`config.mk`:
```
export PLATFORM = sky130hd
export DESIGN_NAME = uart_serial_trigger
export DESIGN_NICKNAME = d
export VERILOG_FILES = /design/src/uart_trig_pkg.sv /design/src/uart_serial_trigger.sv
export SDC_FILE = /design/constraint.sdc
export NUM_CORES = 1
export LEC_CHECK = 0
export BUFFER_PORTS_ARGS = -buffer_cell sky130_fd_sc_hd__buf_2
export CORE_MARGIN = 1.5
export CORE_UTILIZATION = 37
export DETAILED_ROUTE_END_ITERATION = 10
export GPL_TIMING_DRIVEN = 0
export PLACE_DENSITY = 0.51
export SYNTH_ARGS = -nofsm -noshare
export SYNTH_HDL_FRONTEND = slang
export SYNTH_SLANG_ARGS = --single-unit
```
`constraint.sdc`:
```
create_clock -name mclk -period 13.6 [get_ports mclk]
set_clock_uncertainty 0.1 [all_clocks]
set_input_delay 2.04 -clock mclk [delete_from_list [all_inputs] [get_ports mclk]]
set_output_delay 2.04 -clock mclk [all_outputs]
set_load 0.01 [all_outputs]
```
`src/uart_trig_pkg.sv`:
```
package uart_trig_pkg;
   // clock and bit timing
   localparam int unsigned CLK_HZ = 100_000_000; // mclk rate in hertz
   localparam int ACC_W = 27;
   localparam int RATE_W = 23;
   // the phase accumulator wraps once per half bit period
   localparam logic [ACC_W:0] HALF_LIMIT = (ACC_W + 1)'(CLK_HZ / 2);
   localparam logic [2:0] HALVES_PER_BIT = 3'h2;
   localparam logic [RATE_W-1:0] RATE_MIN = 23'h00012c; // 300 bit/s
   localparam logic [RATE_W-1:0] RATE_MAX = 23'h4c4b40; // 5000000 bit/s
   localparam logic [3:0] BAUD_USER = 4'h9; // selects user_bit_rate
   localparam logic [RATE_W-1:0] PRESET_RATE [9] = '{
      23'h000258, 23'h0004b0, 23'h000960, 23'h0012c0, 23'h002580,
      23'h004b00, 23'h009600, 23'h00e100, 23'h01c200};
   // character format
   localparam int CHAR_W = 8;
   localparam logic [3:0] MIN_LEN = 4'h5;
   localparam logic [8:0] DONT_CARE = 9'h100;
   // line sources
   localparam int NUM_ANA = 4;
   localparam int NUM_DIG = 16;
   localparam int SMP_W = 8;
   localparam logic [4:0] DIG_BASE = 5'h04;
   // register map
   localparam int ADDR_W = 8;
   localparam logic [ADDR_W-1:0] OFS_CTRL = 8'h00;
   localparam logic [ADDR_W-1:0] OFS_CMP = 8'h04;
   localparam logic [ADDR_W-1:0] OFS_BAUD = 8'h08;
   localparam logic [ADDR_W-1:0] OFS_USER = 8'h0c;
   localparam logic [ADDR_W-1:0] OFS_RXSRC = 8'h10;
   localparam logic [ADDR_W-1:0] OFS_TXSRC = 8'h14;
   localparam logic [ADDR_W-1:0] OFS_STATUS = 8'h18;
   localparam logic [ADDR_W-1:0] OFS_CHAR = 8'h1c;
   localparam int FIFO_DEPTH = 8;

   typedef enum logic [1:0] {COND_START, COND_STOP, COND_DATA, COND_ERROR} cond_e;
   typedef enum logic [1:0] {QUAL_EQ, QUAL_GT, QUAL_LT, QUAL_RSV} qual_e;
   typedef enum logic [1:0] {PAR_NONE, PAR_ODD, PAR_EVEN, PAR_RSV} parity_e;
   typedef enum logic [1:0] {STOP_1, STOP_1P5, STOP_2, STOP_RSV} stop_e;

   typedef logic [NUM_ANA-1:0][SMP_W-1:0] ana_t;

   // control register layout, low bit first from the bottom
   typedef struct packed {
      logic [17:0] pad;
      logic enable;
      logic shiftMsb;       // shift_order_setting
      stop_e stopLen;       // stop_length_setting
      logic idleHigh;       // idle_level_setting
      parity_e parity;      // parity_setting
      logic [1:0] lenCode;  // character_length minus five
      qual_e qual;          // data_compare_qualifier
      cond_e cond;          // trigger_condition_select
      logic lineTx;         // watched_line_select
   } cfg_s;

   // receive_line_input and transmit_line_input layout
   typedef struct packed {
      logic [15:0] pad;
      logic [SMP_W-1:0] threshold;
      logic [2:0] pad2;
      logic [4:0] sel;
   } src_s;

   typedef struct packed {
      logic parityErr;
      logic stopErr;
      logic [CHAR_W-1:0] data;
   } char_s;
endpackage

```
`src/uart_serial_trigger.sv`:
```
// The implementer's own choices: the address map and the APB slave port.
`timescale 1ns/1ps
module char_fifo #(
   parameter int WIDTH = 10,
   parameter int DEPTH = 8,
   parameter int LVL_W = $clog2(DEPTH + 1)
) (
   input wire logic mclk, // system clock
   input wire logic arst_n, // async reset, low active
   input wire logic inVld, // writer offers a word
   output logic inRdy, // room for a word
   input wire logic [WIDTH-1:0] inData, // word offered
   output logic outVld, // a word is held
   input wire logic outRdy, // reader takes the word
   output logic [WIDTH-1:0] outData, // oldest word
   output logic [LVL_W-1:0] level // words held
);
   localparam int AW = $clog2(DEPTH);

   typedef struct packed {
      logic [DEPTH-1:0][WIDTH-1:0] mem;
      logic [AW-1:0] wp;
      logic [AW-1:0] rp;
      logic [LVL_W-1:0] cnt;
   } fifo_s;

   fifo_s s;
   fifo_s n;
   logic push;
   logic pop;

   // flags straight from the count so full and empty never lie
   assign inRdy = s.cnt != LVL_W'(DEPTH);
   assign outVld = s.cnt != '0;
   assign outData = s.mem[s.rp];
   assign level = s.cnt;
   assign push = inVld && inRdy;
   assign pop = outRdy && outVld;

   // pointers wrap at the depth, which need not be a power of two
   always_comb begin
      n = s;
      if (push) begin
         n.mem[s.wp] = inData;
         n.wp = (s.wp == AW'(DEPTH - 1)) ? '0 : s.wp + 1'b1;
      end
      if (pop) begin
         n.rp = (s.rp == AW'(DEPTH - 1)) ? '0 : s.rp + 1'b1;
      end
      n.cnt = s.cnt + LVL_W'(push) - LVL_W'(pop);
   end

   always_ff @(posedge mclk or negedge arst_n) begin
      if (!arst_n) begin
         s <= '0;
      end else begin
         s <= n;
      end
   end
endmodule

module uart_serial_trigger #(
   parameter int DEPTH = uart_trig_pkg::FIFO_DEPTH
) (
   input wire logic mclk, // 100 MHz clock
   input wire logic arst_n, // async reset, low active
   input wire logic psel, // apb select
   input wire logic penable, // apb access phase
   input wire logic pwrite, // apb direction
   input wire logic [uart_trig_pkg::ADDR_W-1:0] paddr, // apb byte address
   input wire logic [31:0] pwdata, // apb write data
   output logic [31:0] prdata, // apb read data
   output logic pready, // apb ready
   output logic pslverr, // apb error on unmapped address
   input wire uart_trig_pkg::ana_t anaSample, // sampled analog channels
   input wire logic [uart_trig_pkg::NUM_DIG-1:0] digIn, // digital input pins
   output logic trigger // one-cycle trigger pulse
);
   import uart_trig_pkg::*;

   localparam int LVL_W = $clog2(DEPTH + 1);

   typedef enum logic [2:0] {ST_IDLE, ST_START, ST_DATA, ST_PARITY, ST_STOP, ST_PUSH} rx_e;

   typedef struct packed {
      cfg_s cfg;
      logic [8:0] cmp;
      logic [3:0] baudSel;
      logic [RATE_W-1:0] userRate;
      src_s rxSrc;
      src_s txSrc;
      logic [NUM_DIG-1:0] digMeta;
      logic [NUM_DIG-1:0] digSync;
      logic lineNorm;
      rx_e st;
      logic [ACC_W-1:0] acc;
      logic [2:0] halfCnt;
      logic [3:0] bitCnt;
      logic [CHAR_W-1:0] shreg;
      logic perr;
      logic serr;
      char_s charOut;
      logic trig;
      logic [15:0] trigCount;
      logic [31:0] prdata;
      logic pready;
      logic pslverr;
   } state_s;

   state_s s;
   state_s n;
   logic [RATE_W-1:0] curRate;
   logic [ACC_W:0] accSum;
   logic tick;
   logic centre;
   logic stopLeave;
   logic rxLine;
   logic txLine;
   logic [3:0] len;
   logic [CHAR_W-1:0] dataAligned;
   logic match;
   logic popReq;
   logic fifoInRdy;
   logic fifoOutVld;
   char_s fifoOut;
   logic [LVL_W-1:0] fifoLevel;

   // slice one source to a logic level; analog uses its own threshold
   function automatic logic slice_line(src_s src, ana_t ana, logic [NUM_DIG-1:0] dig);
      if (src.sel < DIG_BASE) begin
         return ana[src.sel[1:0]] >= src.threshold;
      end
      return dig[4'(src.sel - DIG_BASE)];
   endfunction

   // rate lookup; out of range user rates are clamped, not rejected
   function automatic logic [RATE_W-1:0] bit_rate(logic [3:0] sel, logic [RATE_W-1:0] user);
      if (sel == BAUD_USER) begin
         if (user < RATE_MIN) begin
            return RATE_MIN;
         end
         return (user > RATE_MAX) ? RATE_MAX : user;
      end
      return (sel < BAUD_USER) ? PRESET_RATE[sel] : PRESET_RATE[0];
   endfunction

   assign rxLine = slice_line(s.rxSrc, anaSample, s.digSync);
   assign txLine = slice_line(s.txSrc, anaSample, s.digSync);
   assign curRate = bit_rate(s.baudSel, s.userRate);
   assign len = MIN_LEN + 4'(s.cfg.lenCode);
   assign accSum = {1'b0, s.acc} + (ACC_W + 1)'(curRate);
   assign tick = (s.st != ST_IDLE) && (s.st != ST_PUSH) && (accSum >= HALF_LIMIT);
   assign centre = tick && (s.halfCnt == HALVES_PER_BIT - 3'h1);
   // stop span in half bits, left half a bit early to catch the next start
   assign stopLeave = (s.st == ST_STOP) && tick &&
                      (s.halfCnt == HALVES_PER_BIT + 3'(s.cfg.stopLen) - 3'h1);

   // lsb-first data collects at the top and is shifted down
   assign dataAligned = s.cfg.shiftMsb ? s.shreg : s.shreg >> (4'(CHAR_W) - len);

   always_comb begin
      unique case (s.cfg.qual)
         QUAL_GT: match = {1'b0, dataAligned} > s.cmp;
         QUAL_LT: match = {1'b0, dataAligned} < s.cmp;
         default: match = {1'b0, dataAligned} == s.cmp;
      endcase
      if (s.cmp == DONT_CARE) begin
         match = 1'b1;
      end
   end

   // receiver, trigger and register next state
   always_comb begin
      n = s;
      n.trig = 1'b0;
      n.pready = 1'b0;
      n.pslverr = 1'b0;
      popReq = 1'b0;
      // pins pass two flops before use
      n.digMeta = digIn;
      n.digSync = s.digMeta;
      // watched line, normalised so idle reads one
      n.lineNorm = (s.cfg.lineTx ? txLine : rxLine) ~^ s.cfg.idleHigh;
      if (tick) begin
         n.acc = ACC_W'(accSum - HALF_LIMIT);
         n.halfCnt = s.halfCnt + 3'h1;
      end else if (s.st != ST_IDLE) begin
         n.acc = ACC_W'(accSum);
      end
      unique case (s.st)
         ST_IDLE: begin
            // departure from idle restarts bit timer
            if (s.cfg.enable && !s.lineNorm) begin
               n.st = ST_START;
               n.acc = '0;
               n.halfCnt = '0;
            end
         end
         ST_START: begin
            // start verified at half a bit; a glitch returns to idle
            if (tick) begin
               n.halfCnt = '0;
               n.bitCnt = '0;
               n.shreg = '0;
               n.perr = 1'b0;
               n.serr = 1'b0;
               n.st = s.lineNorm ? ST_IDLE : ST_DATA;
               n.trig = !s.lineNorm && (s.cfg.cond == COND_START);
            end
         end
         ST_DATA: begin
            if (centre) begin
               n.halfCnt = '0;
               n.bitCnt = s.bitCnt + 4'h1;
               n.shreg = s.cfg.shiftMsb ? {s.shreg[CHAR_W-2:0], s.lineNorm}
                                        : {s.lineNorm, s.shreg[CHAR_W-1:1]};
               if (s.bitCnt == len - 4'h1) begin
                  n.st = (s.cfg.parity == PAR_NONE) ? ST_STOP : ST_PARITY;
               end
            end
         end
         ST_PARITY: begin
            if (centre) begin
               n.halfCnt = '0;
               n.st = ST_STOP;
               // odd wants an odd count of ones with the parity bit
               n.perr = (^s.shreg ^ s.lineNorm) ^ (s.cfg.parity == PAR_ODD);
               n.trig = n.perr && (s.cfg.cond == COND_ERROR);
            end
         end
         ST_STOP: begin
            // every half-bit sample inside the stop must be idle
            if (tick && !s.lineNorm) begin
               n.serr = 1'b1;
            end
            if (stopLeave) begin
               n.st = ST_PUSH;
               n.charOut = '{parityErr: s.perr, stopErr: n.serr, data: dataAligned};
               unique case (s.cfg.cond)
                  COND_STOP: n.trig = 1'b1;
                  COND_DATA: n.trig = match;
                  COND_ERROR: n.trig = n.serr;
                  COND_START: n.trig = 1'b0;
               endcase
            end
         end
         ST_PUSH: begin
            // a full fifo holds the receiver here, so characters are missed
            if (fifoInRdy) begin
               n.st = ST_IDLE;
            end
         end
         default: n.st = ST_IDLE;
      endcase
      if (n.trig) begin
         n.trigCount = s.trigCount + 16'h1;
      end
      // apb setup: answer next cycle, read data and pop taken here
      if (psel && !penable) begin
         n.pready = 1'b1;
         n.prdata = '0;
         unique case (paddr)
            OFS_CTRL: n.prdata = s.cfg;
            OFS_CMP: n.prdata = 32'(s.cmp);
            OFS_BAUD: n.prdata = 32'(s.baudSel);
            OFS_USER: n.prdata = 32'(s.userRate);
            OFS_RXSRC: n.prdata = s.rxSrc;
            OFS_TXSRC: n.prdata = s.txSrc;
            OFS_STATUS: n.prdata = {8'(fifoLevel), 7'h0, s.st != ST_IDLE, s.trigCount};
            OFS_CHAR: begin
               n.prdata = {fifoOutVld, 21'h0, fifoOut};
               popReq = !pwrite;
            end
            default: n.pslverr = 1'b1;
         endcase
      end
      // apb write commits at the completing access edge only
      if (psel && penable && s.pready && pwrite) begin
         unique case (paddr)
            OFS_CTRL: n.cfg = cfg_s'({18'h0, pwdata[13:0]});
            OFS_CMP: n.cmp = pwdata[8:0];
            OFS_BAUD: n.baudSel = pwdata[3:0];
            OFS_USER: n.userRate = pwdata[RATE_W-1:0];
            OFS_RXSRC: n.rxSrc = src_s'({16'h0, pwdata[15:8], 3'h0, pwdata[4:0]});
            OFS_TXSRC: n.txSrc = src_s'({16'h0, pwdata[15:8], 3'h0, pwdata[4:0]});
            default: begin end // read-only words ignore writes; the trigger count keeps counting
         endcase
      end
   end

   always_ff @(posedge mclk or negedge arst_n) begin
      if (!arst_n) begin
         s <= '0;
         s.cmp <= DONT_CARE;
         s.cfg.idleHigh <= 1'b1;
      end else begin
         s <= n;
      end
   end

   char_fifo #(.WIDTH($bits(char_s)), .DEPTH(DEPTH), .LVL_W(LVL_W)) u_fifo (
      .mclk(mclk),
      .arst_n(arst_n),
      .inVld(s.st == ST_PUSH),
      .inRdy(fifoInRdy),
      .inData(s.charOut),
      .outVld(fifoOutVld),
      .outRdy(popReq),
      .outData(fifoOut),
      .level(fifoLevel)
   );

   assign prdata = s.prdata;
   assign pready = s.pready;
   assign pslverr = s.pslverr;
   assign trigger = s.trig;
endmodule

```
# ---- Yosys cells after proc, flatten, opt, wreduce, memory -nomap -nowiden
# Memory sizes are Yosys's and may differ from the RTL's.
# Cells that the tools add are included.
dict set report totals {
  wordCells 231
  mem_bits_ro 368
  memories 1
  register_bits 307
  out_inout_bits 35
}
# memory depth word_bits read_ports rd_clocked_by_memory_dff write_ports line_no
set memory_table {}
lappend memory_table {{(name not given)} 16 23 1 0 0 uart_serial_trigger.sv:144} ;# return (sel < BAUD_USER) ? PRESET_RATE[sel] : PRESET_RATE[0];
dict set report classes {
  shift 1
  eq_ne 35
  muxes 70
  add_sub_neg 16
  order_cmp 18
  n_bitwise 4
  reduce_logical 41
}
# op n
set op_table {}
lappend op_table {{32-bit case mux with 8 select lines} 1}
lappend op_table {{23-bit two-way mux} 8}
lappend op_table {{27-bit two-way mux} 3}
lappend op_table {{80-bit bitwise mux} 1}
lappend op_table {{3-bit two-way mux} 11}
lappend op_table {{33-bit two-way mux} 1}
lappend op_table {{8-bit binary-select mux with 2-bit select} 2}
lappend op_table {{8-bit by 5-bit equality test with 1-bit output (second input constant)} 4}
lappend op_table {{8-bit two-way mux} 4}
lappend op_table {{10-bit binary-select mux with 3-bit select} 1}
lappend op_table {{10-bit demux with 3-bit select} 1}
lappend op_table {{27-bit by 23-bit adder with 28-bit output} 1}
lappend op_table {{28-bit by 26-bit >= comparator with 1-bit output (second input constant)} 1}
lappend op_table {{27-bit by 26-bit subtractor with 27-bit output (second input constant)} 1}
lappend op_table {{12-bit case mux with 2 select lines} 1}
lappend op_table {{23-bit > comparator (second input constant)} 1}
lappend op_table {{23-bit by 9-bit < comparator with 1-bit output (second input constant)} 1}
lappend op_table {{1-bit two-way mux} 21}
lappend op_table {{10-bit two-way mux} 2}
lappend op_table {{3-bit case mux with 6 select lines} 1}
lappend op_table {{17-bit two-way mux} 1}
lappend op_table {{16-bit by 1-bit adder with 16-bit output (second input constant)} 1}
lappend op_table {{8-bit by 4-bit equality test with 1-bit output (second input constant)} 2}
lappend op_table {{8-bit >= comparator} 2}
lappend op_table {{57 further kinds} 112}

# ---- Longest topological paths before layout
dict set report logic_depth {
  ltp_word 14
  ltp_mapped 27
  mapped_depth_nobuf 24
}

# ---- Cells and area by module
# Synthesis repeated with hierarchy kept, for this count alone.
dict set report hier_totals {
  hier_cells 1607
  area_unflattened_um2 17645.7
}
# module seq_area_each_um2 instances cells_each area_each_um2
set by_module_without_submodules {}
lappend by_module_without_submodules {uart_serial_trigger 5332.6 1 1344 13350.3}
lappend by_module_without_submodules {char_fifo 2252.2 1 263 4295.4}

# ---- Worst setup path before layout
# No wires, ideal clock.
dict set report synth_path {
  path_type {register -> register}
  startpoint {register s[212] (netlist bit)}
  endpoint {register s[62] (netlist bit)}
  path_stages_with_launch 26
  synth_period_minus_slack_ns 5.189
  setup_time_ns 0.128
  slack_ns 8.411
  arrival_ns 4.961
  path_buffers 2
  cell_sequence {dfrtp_1 nor2_1 nor2_1 o21ai_0 nand2_1 nand2_1 a21oi_1 o31ai_1 a21oi_1 nor2_1 clkbuf_1 nand2_1 o21ai_0 ha_1 buf_2 a21oi_2 o211ai_1 a221o_2 xnor2_1 a211o_1 nor4b_4 o211ai_2 a21boi_2 inv_2 o31ai_1 mux2_1}
}
dict set report synth_via {
  elab_chain_len 12
  word_cells_on_any_way 15
}
# item line_no
set synth_rtl {}
lappend synth_rtl {{start, declared} uart_serial_trigger.sv:110} ;# state_s s;
lappend synth_rtl {{start signal, assigned} uart_serial_trigger.sv:297} ;# s <= n;
lappend synth_rtl {{23-bit by 9-bit < comparator with 1-bit output} uart_serial_trigger.sv:139} ;# if (user < RATE_MIN) begin
lappend synth_rtl {{1-bit two-way mux} uart_serial_trigger.sv:139}
lappend synth_rtl {{1-bit two-way mux} uart_serial_trigger.sv:138} ;# if (sel == BAUD_USER) begin
lappend synth_rtl {{23-bit two-way mux (*)} uart_serial_trigger.sv:142} ;# return (user > RATE_MAX) ? RATE_MAX : user;
lappend synth_rtl {{23-bit two-way mux (*)} uart_serial_trigger.sv:138}
lappend synth_rtl {{23-bit two-way mux (*)} uart_serial_trigger.sv:144}
lappend synth_rtl {{27-bit by 23-bit adder with 28-bit output (*)} uart_serial_trigger.sv:151} ;# assign accSum = {1'b0, s.acc} + (ACC_W + 1)'(curRate);
lappend synth_rtl {{28-bit by 26-bit >= comparator with 1-bit output (*)} uart_serial_trigger.sv:152} ;# assign tick = (s.st != ST_IDLE) && (s.st != ST_PUSH) && (accSum >= HALF_LIMIT);
lappend synth_rtl {{1-bit logical AND (*)} uart_serial_trigger.sv:152}
lappend synth_rtl {{1-bit logical AND} uart_serial_trigger.sv:153} ;# assign centre = tick && (s.halfCnt == HALVES_PER_BIT - 3'h1);
lappend synth_rtl {{2-bit inequality test (no source line)} n/a}
lappend synth_rtl {{3-bit AND reduction (no source line) (*)} n/a}
# Every way passes the cells marked *; elsewhere a longest branch is shown, timed or not. The select of a mux whose other input is x is not followed.
# A chain may end at the register's enable or synchronous reset.

==> run metrics <==
Starting Density 37.69%; max_slew headroom under 10%; Syn-to-layout area delta 15.63%; outcome complete, no violations; Placed Area 19050 um2; Post-DRT Antenna Nets 0; share of cells above drive strength 1 approximately 25%; Non-Filler Instances 2465; GR Util All Layers 21.36%; Ports 128; fraction of registers with async set/reset 100.0%; n_diodes 0; CTS tree built; Die Y 221.2 um; final WL 51860 um; cell taking the most area after synthesis dfrtp_1; sequential share of the synthesized area 43.04%; Most used DFF post-synth dfrtp_1; initial antenna violation count 6; fin crit share 48.34%; DRC marker count from the first detailed-route iteration 1041; number of synthesized flops with an enable pin 0; Worst Hold Slack about 0.24 ns; Synth top area share 42.74%; crit end category register; CP max FO 10; Inst Count DP 2395; final slew viol count 0; RePlAce Congestion between 0.9 and 1; WP data required 13.94 ns; Highest Clock Rate 152.1 MHz; # setup viols final 0; Area contributors post-synth dfrtp_1 (43%), mux2_2 (9.5%), mux4_2 (5.6%); die width 221.2 um; Register-to-Register Path Depth 26; Core ar. around 47000 um2; cts bufs inserted 38; hold_buf cts 0; vias in the first global route 13740; Remaining DRCs 0; max_cap viols 0; measured slew at the worst slew-check pin 1.385 ns; Root Driver clkbuf_16; TNS Setup 0 ns; Leakage Power 9.462 nW; CTS sink cnt 303; pwr/cell area between 100 and 150 nW/um2; Crit Path Class reg -> reg; Synth Warn # 0; vias 13660; Synth Area per Inst 10.56 um2; cts repair resizes 0; Skew-Pair Late Insertion Delay 0.56 ns; Post-CTS Setup Bufs 0; Pre-antenna DRT Iters 5; largest net degree at the start of global routing 121; Worst Hold Class reg -> reg; maximum VDD drop 75.70 uV; Slowest cell on crit path o31ai_1; DIE AREA 48940 um2; Clock Path Buffers 3; post-synthesis cell area 17620 um2; Critical Path Max Stage Delay 0.77 ns; RSZ-0062 raised after global routing false; GRT overflow 0; fin nets 1998; Mapped Cells 1669; FP Rows 79; post-route cell area 20380 um2; CTS HTree Levels 2; Final Hold Fails 0; DR WL/cell 21.04 um; Worst-path clk slew 0.06 ns; Design Power 2.669 mW; Worst Hold Path Cells 0; I/O Buffers 112; Yosys reg bits just over 300; post-synthesis cell type count 88; Vias per Instance approximately 5.5; first-pass GRT wire length 81480 um; post-detail-place hpwl 38880 um; critical path arrival 6.91 ns; Final min period between 6 and 7 ns; CP startpoint kind register
==> placed cells by master, fill, tap and decap left out, types with 16 or more instances in the layout <==
master / n
o21ai_0: 97
nor2_1: 86
and3_1: 19
and2_1: 16
nor3_1: 29
ha_1: 75
dfrtp_1: 301
xor2_1: 18
buf_2: 121
nand3_1: 53
nand2b_1: 16
clkbuf_16: 38
inv_1: 57
a31oi_1: 16
a21o_1: 18
nand2_1: 165
mux2i_1: 34
mux4_2: 44
clkbuf_1: 64
a21oi_1: 76
a22oi_1: 25
xnor2_1: 37
buf_4: 36
mux2_2: 149
==> per-layer routing <==
| metal | vias to the layer above | part of all wire, % | GRT usage (%) | wire [um] |
|---|---|---|---|---|
| met3 | 85 | 4.9 | 3.306 | 2528 |
| met5 | - | 0.062 | 0 | 32 |
| met1 | 6867 | 47 | 30.23 | 24440 |
| met2 | 325 | 45 | 33.35 | 23320 |
| li1 | 6379 | - | - | - |
| met4 | 6 | 3.0 | 7.164 | 1535 |
==> critical path: cells and delay by family (launching register included) <==
family                     cells  cell delay [ns]
DFF                            1             0.47
AOI/OAI and AO/OA              9             2.31
xor gates and xnor gates       2             0.63
buffers and inverters          4             0.89
and+or+nand+nor               10             1.74
adders and majority gates      1             0.33
==> per-stage QoR <==
| step | util (%) | setup slack (ns) |
|---|---|---|
| 6_report | 43.58 | 7.026 |
| 5_1_grt | 43.58 | 6.503 |
| 4_1_cts | 43.58 | 7.039 |
| 3_5_place_dp | 40.76 | 7.035 |
| 3_3_place_gp | 40.54 | 4.385 |
| 2_1_floorplan | - | 8.411 |
==> sequential cells by signal (all words and copies together), names as in the netlist <==
| signal | count |
|---|---|
| trigger | 1 |
| prdata | 28 |
| s | 166 |
| pready | 1 |
| u_fifo.level | 4 |
| u_fifo.s | 86 |
| n | 16 |
| pslverr | 1 |
==> layout make-up <==
class                      instances  area (um2)
fill                            4519       26380
multi-input combinational       1194        9241
sequential                       303        7585
clock buffer                      56        1129
tap                              607       759.5
timing repair buffer             116       648.1
buffer                           115       595.6
inverter                          60       225.2
clock inverter                    14       192.7
==> final timing paths <==
| path | start | endpoint | slack, ns |
|---|---|---|---|
| worst max-delay path | s[212] | s[48] | 7.03 |
| worst min-delay path | n[117] | s[117] | 0.24 |
| worst max register to register | s[212] | s[48] | 7.03 |
| worst min register to register | n[117] | s[117] | 0.24 |
| max in group asynchronous | arst_n | n[118] | 11.03 |
| min in group asynchronous | arst_n | s[99] | 1.33 |
==> logic make-up (layout without fill, tap and decap cells) <==
logic type | after synthesis | in the layout | synth area share [%]
and+or+nand+nor | 461 | 461 | 12.84
AOI/OAI and AO/OA | 369 | 369 | 14.01
DFF | 303 | 303 | 43.04
xor gates and xnor gates | 55 | 55 | 2.734
adders and majority gates | 77 | 77 | 5.552
other | 1 | 4 | 0.02128
muxes | 228 | 228 | 17.14
buffers and inverters | 175 | 361 | 4.658
==> where the power goes <==
part | switching, mW | internal, mW | total (mW)
sequential | 0.0294 | 0.947 | 0.976
combinational | 0.416 | 0.224 | 0.640
clock | 0.416 | 0.637 | 1.05
total | 0.861 | 1.81 | 2.67
==> cell usage after synthesis, types with 30 or more instances <==
library cell,count
nand2_1,165
mux2_2,149
mux2i_1,34
inv_1,57
o21ai_0,97
xnor2_1,37
nand3_1,53
a21oi_1,76
ha_1,75
buf_4,36
dfrtp_1,301
nor3_1,30
mux4_2,44
clkbuf_1,57
nor2_1,86
No activity file was read; power rests on OpenSTA's default activity.
